[config.mk]
export PLATFORM = sky130hd
export DESIGN_NAME = clrd_port
export DESIGN_NICKNAME = d
export VERILOG_FILES = /design/src/verilog/clrd_pkg.sv /design/src/verilog/clrd_port.sv /design/src/verilog/clrd_ptr_step.sv
export VERILOG_INCLUDE_DIRS = /design/src /design/src/verilog
export SDC_FILE = /design/constraint.sdc
export NUM_CORES = 1
export LEC_CHECK = 0
export BUFFER_PORTS_ARGS = -buffer_cell sky130_fd_sc_hd__buf_4
export CORE_MARGIN = 3
export CORE_UTILIZATION = 50
export DETAILED_ROUTE_END_ITERATION = 12
export GPL_TIMING_DRIVEN = 0
export PLACE_DENSITY = 0.68
export SLEW_MARGIN = 20
export SYNTH_ARGS = -nofsm -noshare
export SYNTH_HDL_FRONTEND = slang
export SYNTH_SLANG_ARGS = --single-unit
[constraint.sdc]
create_clock -name clk -period 2.4 [get_ports clk]
set_input_delay 0 -clock clk [delete_from_list [all_inputs] [get_ports clk]]
set_output_delay 0 -clock clk [all_outputs]
set_load 0.01 [all_outputs]
[src/verilog/clrd_regs.svh]
`ifndef CLRD_REGS_SVH
`define CLRD_REGS_SVH
`define CLRD_OP_CYCLES       6'd10
`define CLRD_BUSY_BIT        7
`define CLRD_LINE2_BASE      7'h40
`define CLRD_LINE1_LAST      7'h27
`define CLRD_LINE2_LAST      7'h67
`define CLRD_GLYPH_ADDR_BITS 6
`endif

[src/verilog/clrd_pkg.sv]
package clrd_pkg;
  typedef enum logic [1:0] {CLRD_ST_IDLE, CLRD_ST_BUSY} clrd_state_t;
  typedef enum logic {CLRD_SEL_TEXT, CLRD_SEL_GLYPH} clrd_ram_sel_t;
endpackage : clrd_pkg

[src/verilog/clrd_port.sv]
// Summary of operation
// - Data write stores the bus byte into the RAM the pointer targets.
// - Text or glyph RAM chosen by the most recent address-set or clear instruction.
// - After each data write the pointer steps by one per entry direction.
// - Data read drives the addressed RAM byte onto the bus.
// - First read without prior address set returns invalid data.
// - Cursor shift loads the read register like a text address set.
// - After each data read the pointer steps by one per entry direction.
// - Read after write returns stale prefetched data; re-set address first.
// - Status read shows busy on bit seven and pointer below.
// - Direction high increments pointer, low decrements it.
// - Two-line text addresses 0x00-0x27 and 0x40-0x67.
// - Instruction 01xxxxxx loads glyph address and selects glyph RAM.
`include "clrd_regs.svh"
module clrd_port (
  // Clock and reset
  input  wire logic       clk,
  input  wire logic       reset_n,
  // Host strobe and bus
  input  wire logic       strobe,
  input  wire logic       reg_select_line,
  input  wire logic       read_not_write,
  input  wire logic [7:0] bus_in,
  output logic      [7:0] bus_out,
  output logic            bus_oe,
  // Display side glyph lookup
  input  wire logic [7:0] char_code,
  output logic            char_is_glyph,
  output logic      [2:0] glyph_index,
  // Status
  output logic            busy_indicator,
  output logic            dir_up,
  output logic      [6:0] address_pointer
);
  logic [7:0] text_ram  [0:127];
  logic [7:0] glyph_ram [0:63];
  clrd_pkg::clrd_ram_sel_t sel_q;
  clrd_pkg::clrd_state_t   st_q;
  logic [5:0] cnt_q;
  logic [6:0] ptr_q;
  logic [6:0] ptr_step;
  logic [7:0] prefetch_q;
  logic       dir_q;
  logic       prefetch_req_q;
  logic       data_wr, data_rd, instr_wr, stat_rd;
  logic       is_text_set, is_glyph_set, is_cshift, is_entry, is_clear;

  assign data_wr  = strobe && reg_select_line && !read_not_write;
  assign data_rd  = strobe && reg_select_line && read_not_write;
  assign instr_wr = strobe && !reg_select_line && !read_not_write;
  assign stat_rd  = strobe && !reg_select_line && read_not_write;
  assign is_text_set  = instr_wr && bus_in[7];
  assign is_glyph_set = instr_wr && bus_in[7:6] == 2'b01;
  assign is_cshift    = instr_wr && bus_in[7:4] == 4'h1 && !bus_in[3];
  assign is_entry     = instr_wr && bus_in[7:2] == 6'h01;
  assign is_clear     = instr_wr && bus_in == 8'h01;

  clrd_ptr_step u_step (
    .ptr_in  (ptr_q),
    .up      (is_cshift ? bus_in[2] : dir_q),
    .glyph   (sel_q == clrd_pkg::CLRD_SEL_GLYPH),
    .ptr_out (ptr_step)
  );

  // Pointer and target RAM
  always_ff @(posedge clk) begin
    if (!reset_n) begin
      ptr_q <= 7'h00;
      sel_q <= clrd_pkg::CLRD_SEL_TEXT;
    end else if (is_text_set) begin
      ptr_q <= bus_in[6:0];
      sel_q <= clrd_pkg::CLRD_SEL_TEXT;
    end else if (is_glyph_set) begin
      ptr_q <= {1'b0, bus_in[5:0]};
      sel_q <= clrd_pkg::CLRD_SEL_GLYPH;
    end else if (is_clear) begin
      ptr_q <= 7'h00;
      sel_q <= clrd_pkg::CLRD_SEL_TEXT;
    end else if (data_wr || data_rd || (is_cshift && sel_q == clrd_pkg::CLRD_SEL_TEXT)) begin
      ptr_q <= ptr_step;
    end
  end

  // Entry direction
  always_ff @(posedge clk) begin
    if (!reset_n)      dir_q <= 1'b1;
    else if (is_entry) dir_q <= bus_in[1];
    else if (is_clear) dir_q <= 1'b1;
  end

  // RAM writes; no reset on storage
  always_ff @(posedge clk) begin
    if (data_wr) begin
      if (sel_q == clrd_pkg::CLRD_SEL_GLYPH) glyph_ram[ptr_q[5:0]] <= bus_in;
      else                                    text_ram[ptr_q]       <= bus_in;
    end
  end

  // Prefetch: a request is armed by address set or cursor shift, and
  // by each read; the register loads one cycle later from the new pointer.
  // A write does not refresh it, so reads after writes return old data.
  always_ff @(posedge clk) begin
    if (!reset_n) prefetch_req_q <= 1'b0;
    else prefetch_req_q <= is_text_set || is_glyph_set || is_cshift || data_rd;
  end

  always_ff @(posedge clk) begin
    if (!reset_n) begin
      prefetch_q <= 8'h00;
    end else if (prefetch_req_q) begin
      prefetch_q <= (sel_q == clrd_pkg::CLRD_SEL_GLYPH) ? glyph_ram[ptr_q[5:0]]
                                                        : text_ram[ptr_q];
    end
  end

  // Busy timer after instructions and data accesses
  always_ff @(posedge clk) begin
    if (!reset_n) begin
      st_q  <= clrd_pkg::CLRD_ST_IDLE;
      cnt_q <= 6'h00;
    end else begin
      unique case (st_q)
        clrd_pkg::CLRD_ST_IDLE: begin
          if (instr_wr || data_wr || data_rd) begin
            st_q  <= clrd_pkg::CLRD_ST_BUSY;
            cnt_q <= `CLRD_OP_CYCLES;
          end
        end
        clrd_pkg::CLRD_ST_BUSY: begin
          cnt_q <= cnt_q - 6'h01;
          if (cnt_q == 6'h01) st_q <= clrd_pkg::CLRD_ST_IDLE;
        end
        default: st_q <= clrd_pkg::CLRD_ST_IDLE;
      endcase
    end
  end

  // Read data out, registered
  always_ff @(posedge clk) begin
    if (!reset_n) begin
      bus_out <= 8'h00;
      bus_oe  <= 1'b0;
    end else begin
      bus_oe <= data_rd || stat_rd;
      if (stat_rd)
        bus_out <= {st_q == clrd_pkg::CLRD_ST_BUSY, ptr_q};
      else if (data_rd)
        bus_out <= prefetch_q;
    end
  end

  // Glyph lookup for character codes
  always_ff @(posedge clk) begin
    if (!reset_n) begin
      char_is_glyph <= 1'b0;
      glyph_index   <= 3'h0;
    end else begin
      char_is_glyph <= char_code[7:4] == 4'h0;
      glyph_index   <= char_code[2:0];
    end
  end

  assign busy_indicator  = st_q == clrd_pkg::CLRD_ST_BUSY;
  assign dir_up          = dir_q;
  assign address_pointer = ptr_q;

  chk_status_busy_bit: assert property (@(posedge clk) disable iff (!reset_n)
    stat_rd |=> bus_out[7] == $past(busy_indicator) && bus_out[6:0] == $past(ptr_q))
    else $error("status byte wrong");
  chk_busy_starts: assert property (@(posedge clk) disable iff (!reset_n)
    (instr_wr || data_wr || data_rd) && !busy_indicator |=> busy_indicator)
    else $error("busy not raised");
  chk_write_steps_up: assert property (@(posedge clk) disable iff (!reset_n)
    data_wr && dir_q && sel_q == clrd_pkg::CLRD_SEL_TEXT && ptr_q != `CLRD_LINE1_LAST
    && ptr_q != `CLRD_LINE2_LAST |=> ptr_q == $past(ptr_q) + 7'h01)
    else $error("write step wrong");
  chk_glyph_step: assert property (@(posedge clk) disable iff (!reset_n)
    data_wr && dir_q && sel_q == clrd_pkg::CLRD_SEL_GLYPH
    |=> ptr_q == {1'b0, $past(ptr_q[5:0]) + 6'h01})
    else $error("glyph step wrong");
  chk_read_steps_down: assert property (@(posedge clk) disable iff (!reset_n)
    data_rd && !dir_q && sel_q == clrd_pkg::CLRD_SEL_TEXT && ptr_q != 7'h00
    && ptr_q != `CLRD_LINE2_BASE |=> ptr_q == $past(ptr_q) - 7'h01)
    else $error("read step wrong");
  chk_line_wrap: assert property (@(posedge clk) disable iff (!reset_n)
    data_wr && dir_q && sel_q == clrd_pkg::CLRD_SEL_TEXT && ptr_q == 7'h27
    |=> ptr_q == 7'h40)
    else $error("line wrap wrong");
  chk_glyph_set: assert property (@(posedge clk) disable iff (!reset_n)
    is_glyph_set |=> sel_q == clrd_pkg::CLRD_SEL_GLYPH && ptr_q == {1'b0, $past(bus_in[5:0])})
    else $error("glyph set wrong");
  chk_text_select: assert property (@(posedge clk) disable iff (!reset_n)
    is_text_set |=> sel_q == clrd_pkg::CLRD_SEL_TEXT)
    else $error("text select wrong");
  chk_cshift_prefetch: assert property (@(posedge clk) disable iff (!reset_n)
    is_cshift && sel_q == clrd_pkg::CLRD_SEL_TEXT |=> prefetch_req_q)
    else $error("shift prefetch missing");
  chk_read_drives_bus: assert property (@(posedge clk) disable iff (!reset_n)
    data_rd |=> bus_oe && bus_out == $past(prefetch_q))
    else $error("read data wrong");
  chk_glyph_map: assert property (@(posedge clk) disable iff (!reset_n)
    char_code == 8'h0B |=> char_is_glyph && glyph_index == 3'h3)
    else $error("glyph map wrong");
endmodule : clrd_port

[src/verilog/clrd_ptr_step.sv]
`include "clrd_regs.svh"
module clrd_ptr_step (
  // Pointer in
  input  wire logic [6:0] ptr_in,
  input  wire logic       up,
  input  wire logic       glyph,
  // Stepped pointer
  output logic      [6:0] ptr_out
);
  always_comb begin
    ptr_out = ptr_in;
    if (glyph) begin
      ptr_out = {1'b0, up ? ptr_in[5:0] + 6'h01 : ptr_in[5:0] - 6'h01};
    end else if (up) begin
      // Wrap line 1 end into line 2 and back
      if (ptr_in == `CLRD_LINE1_LAST)      ptr_out = `CLRD_LINE2_BASE;
      else if (ptr_in == `CLRD_LINE2_LAST) ptr_out = 7'h00;
      else                                 ptr_out = ptr_in + 7'h01;
    end else begin
      if (ptr_in == 7'h00)                 ptr_out = `CLRD_LINE2_LAST;
      else if (ptr_in == `CLRD_LINE2_BASE) ptr_out = `CLRD_LINE1_LAST;
      else                                 ptr_out = ptr_in - 7'h01;
    end
  end
endmodule : clrd_ptr_step

### Word-level counts from Yosys, hierarchy flattened

Memories as Yosys holds them, arrays and structs flattened. A register that Yosys moved wholly into a read port is not among the register bits.
Cells that the tools add are included.

* add/sub/neg operators: 5
* equality and inequality tests: 11
* multiplexer cells: 34
* bitwise gates (word level): 2
* reduce and logical (&&, ||, !) cells: 35

Operators with widths (count)
* 2-to-1 mux 7 bit: 12
* 2-to-1 mux 6 bit: 4
* 2-to-1 mux 8 bit: 3
* equality test 7 bit, second input constant: 2
* logical AND 1 bit: 13
* equality test 6 x 1 -> 1 bit, second input constant: 2
* case mux 6 bit (2 select lines): 1
* subtractor 6 x 1 -> 6 bit, second input constant: 2
* 2-to-1 mux 1 bit: 11
* equality test 8 x 1 -> 1 bit, second input constant: 1
* logical OR 1 bit: 8
* nonzero test 2 bit: 4
* adder 7 x 1 -> 7 bit, second input constant: 1
* equality test 7 x 6 -> 1 bit, second input constant: 1
* logical NOT 7 bit: 1
* subtractor 7 x 1 -> 7 bit, second input constant: 1
* adder 6 x 1 -> 6 bit, second input constant: 1
* equality test 2 x 1 -> 1 bit, second input constant: 2
* equality test 4 x 1 -> 1 bit, second input constant: 1
* logical NOT 4 bit: 1
* 2-to-1 mux 2 bit: 2
* case mux 2 bit (2 select lines): 1
* AND reduction 2 bit: 2
* nonzero test 4 bit: 1
* other kinds (6): 9

* register bits after elaboration: 39
* memory bits (writable): 1536
* input bits: 21
* output and inout port bits: 22
* memories kept: 2

Memory list
* text_ram: words 128, bits a word 8, read ports 1, clocked after Yosys merged registers in 1, write ports 1, RTL line clrd_port.sv:35 `logic [7:0] text_ram [0:127];`
* glyph_ram: words 64, bits a word 8, read ports 1, clocked after Yosys merged registers in 1, write ports 1, RTL line clrd_port.sv:36 `logic [7:0] glyph_ram [0:63];`

### Logic depth before layout (Yosys ltp)

* depth after elaboration: 14
* depth in mapped cells: 12
* depth with buffers taken out: 10

### Cells and area by module

A second synthesis with hierarchy kept.

* cells, all modules: 3011
* area, all modules: 62442.4 um2

By module, submodules not included
* clrd_port: instances 1, cells an instance 2929, area each 61871.8 um2, seq. area each 47025.1 um2
* clrd_ptr_step: instances 1, cells an instance 82, area each 570.5 um2, seq. area each 0.0 um2

### Worst setup path before layout

No wires, ideal clock.

* path kind: register -> register
* from: register (tool-made name)
* to: register prefetch_q[5]
* arrival time: 2.367 ns
* data required time: 2.264 ns
* setup slack: -0.103 ns
* cell stages (with the launch flop): 10
* path through: dfxtp_1 buf_6 buf_6 buf_4 buf_2 mux4_2 a221oi_1 o21ai_0 a311oi_1 a31oi_1

RTL lines
* end signal: assignment: RTL line clrd_port.sv:111 `prefetch_q <= (sel_q == clrd_pkg::CLRD_SEL_GLYPH) ? glyph_ram[ptr_q[5:0]]`
* end: declaration: RTL line clrd_port.sv:42 `logic [7:0] prefetch_q;`

==> impl_metrics.ini <==
[cells_and_area]
post-route-cell-area_um2 = 77980
nets = 3536
area.growth.synth_to_final_pct = 25.23
utilization = 0.6357
layout-drive-gt1-share = 0.4075

[grt]
first_global_vias = 35731
number_of_antenna_violations_at_the_first_check_in_global_routing = 8
grt_usage = 0.3407
largest_net_degree_at_the_start_of_global_routing = 133
overflow = 0
grt_first_pass_wirelength_um = 298100

[cts]
cts_inserted_buffers = 156
tritoncts_sinks = 1581
clock-root-buffer = clkbuf_16
clkSlewWorstSetupHoldPaths_ns = 0.07
worstSkewPairLatency_ns = 0.82
ctsHtreeMaxLevel = 4
cts.path.max_buffers = 3
cts_tree = yes

[place]
preCtsSetupSlack_ns = -2.327
placement.cell_area_um2 = 65120
total_half_perimeter_wirelength_after_legalization_and_detailed_placement_um = 141400
portBuffers = 41
place_congestion = 1.081

[yosys]
ys_seq_area_frac = 0.7552
distinct_cell_type_count_after_synthesis = 75
netlist_area_um2 = 62270
postSynthRegisterBits = 1581
postSynthAreaPerCell_um2 = 20.46
async_reset_ff_frac = 0
synth.net_count = 3070
syn_inst_count = 3044
synth_ff_type = edfxtp_1
yosysWarningCount = 0
synth_enable_flop_cells = 1536

[routing]
remaining_drc_errors = 0
detail-route-antenna-nets = 0
drt_iter0_markers = 6980
number_of_search_and_repair_iterations_in_the_first_detailed_routing_pass = 7
route.detailed.wl_per_inst_um = 42.12
route.vias.total = 36871
avgViaCountPerCell = 6.996
finalWirelength_um = 222000

[worst_setup_path]
crit_chain = buf_4 -> buf_4 -> buf_6 -> buf_4 -> mux2_2 -> nand2_1 -> o221ai_1 -> a211oi_2 -> o31ai_1
worst-r2r-setup-slack_ns = -0.74
critical_path_required_ns = 3.10
cp.depth = 9
slowest_cp_cell = buf_4
reg2regPathDepth = 9
path_buf_inv = 4
cp_common_cell = buf_4
critical-path-max-stage-delay_ns = 0.48
rr_endpoint = prefetch_q[2]
worstSetupEndpointType = flip-flop
worst_setup_endpoint = prefetch_q[2]
critical-path-top-delay-family = buffers and inverters
worst_path_arrival_time_ns = 3.84
path_class = flip-flop to flip-flop
crit_path_start_kind = flip-flop
crit_path_max_fanout = 11

[timing]
slew_headroom = 0.1515
achievable-frequency_mhz = 318.5
final_max_slew_viol_count = 0
layout_min_cycle_time_ns = 3.140
final.setup_skew_ns = 0.04098
fin_crit_sh = 1.308
worstMarginPinSlew_ns = 1.273
rsz0062_at_grt = yes
hold_violations = 0
finalSetupTns_ns = -16.36
setup_violations = 242
final_critical_path_setup_slack_ns = -0.7401

[outcome]
violations_in_the_final_reports = negative setup slack
outcome = finished, violations left

[job]
cap_violations = 0

[floorplanning]
die-width_um = 358.9
num_rows = 128
core_area_um2 = 122700
initial_core_utilization = 0.5076
floorplan.die.height_um = 358.9
ios = 43
die_area_um2 = 128800

[power_and_ir_drop]
cellLeakagePower_nw = 24.03
irDropWorstVdd_mv = 0.7899
power_dens_cells_nw_per_um2 = 797.1

[hold_path]
worst_hold_path_type = primary input to flip-flop
==> cells in the final DEF (no fill, tap or decap), types with 12 or more instances in the layout <==
cell type and instances:
nor2b_1 30, buf_12 160, mux2i_4 12, buf_16 46
nand2_1 68, mux4_2 398, clkinv_2 37, nor2_1 37
bufinv_16 14, buf_6 18, nand2_2 39, dfxtp_1 40
nor2_4 185, edfxtp_1 1536, clkbuf_2 16, clkbuf_16 162
a21oi_1 26, nand3_1 28, buf_8 31, mux2_2 25
clkbuf_8 17, clkbuf_1 40, dlygate4sd3_1 30, a31oi_1 12
mux2i_1 63, a211oi_1 21, buf_4 129, a22oi_1 15
clkinv_1 33, o21ai_0 24, clkbuf_4 15
==> what timing repair did <==
item                                     CTS  global route
gates cloned                               7             1
buffers inserted                         158            53
pin swaps                                140            42
hold buffers                              43             3
gates resized for setup                  918            84
hold endpoints to repair                 871           432
endpoints found under the setup margin  1558           682
==> report_power, final <==
part | total (W) | internal [W] | switching [W]
logic | 0.00733 | 0.00276 | 0.00457
clock network | 0.0244 | 0.0137 | 0.0108
registers | 0.0304 | 0.0303 | 0.0000654
==> logic make-up after synthesis <==
logic type,count (synthesis),share of synthesized area
mux,510,0.1625
xor+xnor,12,0.001688
fa+ha+maj,5,0.001005
simple gates,499,0.03593
flops,1581,0.7552
compound gates,234,0.02652
buf+inv,203,0.01720
==> cell usage after synthesis (16+ instances only) <==
cell | n | area share
edfxtp_1 | 1536 | 0.74
mux4_2 | 398 | 0.14
nor2_1 | 228 | 0.014
nand2_1 | 111 | 0.0067
mux2i_1 | 85 | 0.014
clkbuf_1 | 76 | 0.0046
buf_2 | 48 | 0.0039
dfxtp_1 | 45 | 0.014
nand3_1 | 39 | 0.0031
a21oi_1 | 33 | 0.0027
nor2b_1 | 32 | 0.0032
o21ai_0 | 31 | 0.0025
a211oi_1 | 27 | 0.0033
mux2_2 | 27 | 0.0049
buf_4 | 26 | 0.0031
a22oi_1 | 19 | 0.0023
buf_1 | 19 | 0.0011
nor3_1 | 17 | 0.0014
buf_6 | 16 | 0.0029
==> state kept, by name, indices dropped and copies added, names as in the netlist, named ones only <==
signal and count:
text_ram 1024, glyph_ram 512, bus_out 8, prefetch_q 8
address_pointer 7, cnt_q 6, glyph_index 3, bus_oe 1
char_is_glyph 1, dir_up 1, prefetch_req_q 1, sel_q 1
st_q 1
==> how the worst min path moves through the flow <==
stage / from / endpoint / slack, ns / cells after the start
final: bus_in[5] / glyph_ram[9][5] / 0.07 / 4
after global routing: bus_in[5] / glyph_ram[4][5] / 0.08 / 4
after CTS: bus_in[5] / text_ram[112][5] / 0.04 / 4
after detailed placement: char_code[2] / glyph_index[2] / 0.22 / 2
after global placement: char_code[2] / glyph_index[2] / 0.21 / 2
after floorplan: bus_in[7] / sel_q / 0.1 / 1
==> area by class of cell <==
type / count / area, um2
tap: 1625 / 2033
fill: 8087 / 44700
timing repair buffer: 316 / 4727
multi-input combinational: 1260 / 16670
buffer: 180 / 2397
inverter: 15 / 81.33
clock inverter: 103 / 970.9
sequential: 1581 / 47040
clock buffer: 184 / 4051
antenna: 6 / 15.01
==> worst min-delay path: stages <==
cell and delay, ns:
buf_8 0.10, buf_16 0.13, buf_16 0.15, buf_16 0.25
==> routing by layer <==
layer	GRT usage	routed length [um]	vias up	part of all wire
met1	0.4341	73970	19170	0.33
met4	0.2049	16590	4	0.075
li1	-	-	13588	-
met5	0.0003700	121	-	0.00055
met2	0.4843	96070	3318	0.43
met3	0.1499	35250	791	0.16
==> per-stage QoR <==
| stage | total power [W] | std cells | hold slack, ns |
|---|---|---|---|
| after detailed placement | 0.03654 | 4723 | 0.2159 |
| after global placement | 0.03643 | 4710 | 0.2131 |
| final | 0.06216 | 5270 | 0.07012 |
| after global routing | 0.06314 | 5267 | 0.07542 |
| after floorplan | 0.03372 | 3044 | 0.09701 |
| after CTS | 0.06151 | 5210 | 0.04162 |
Power figures use the tool's default switching activity.
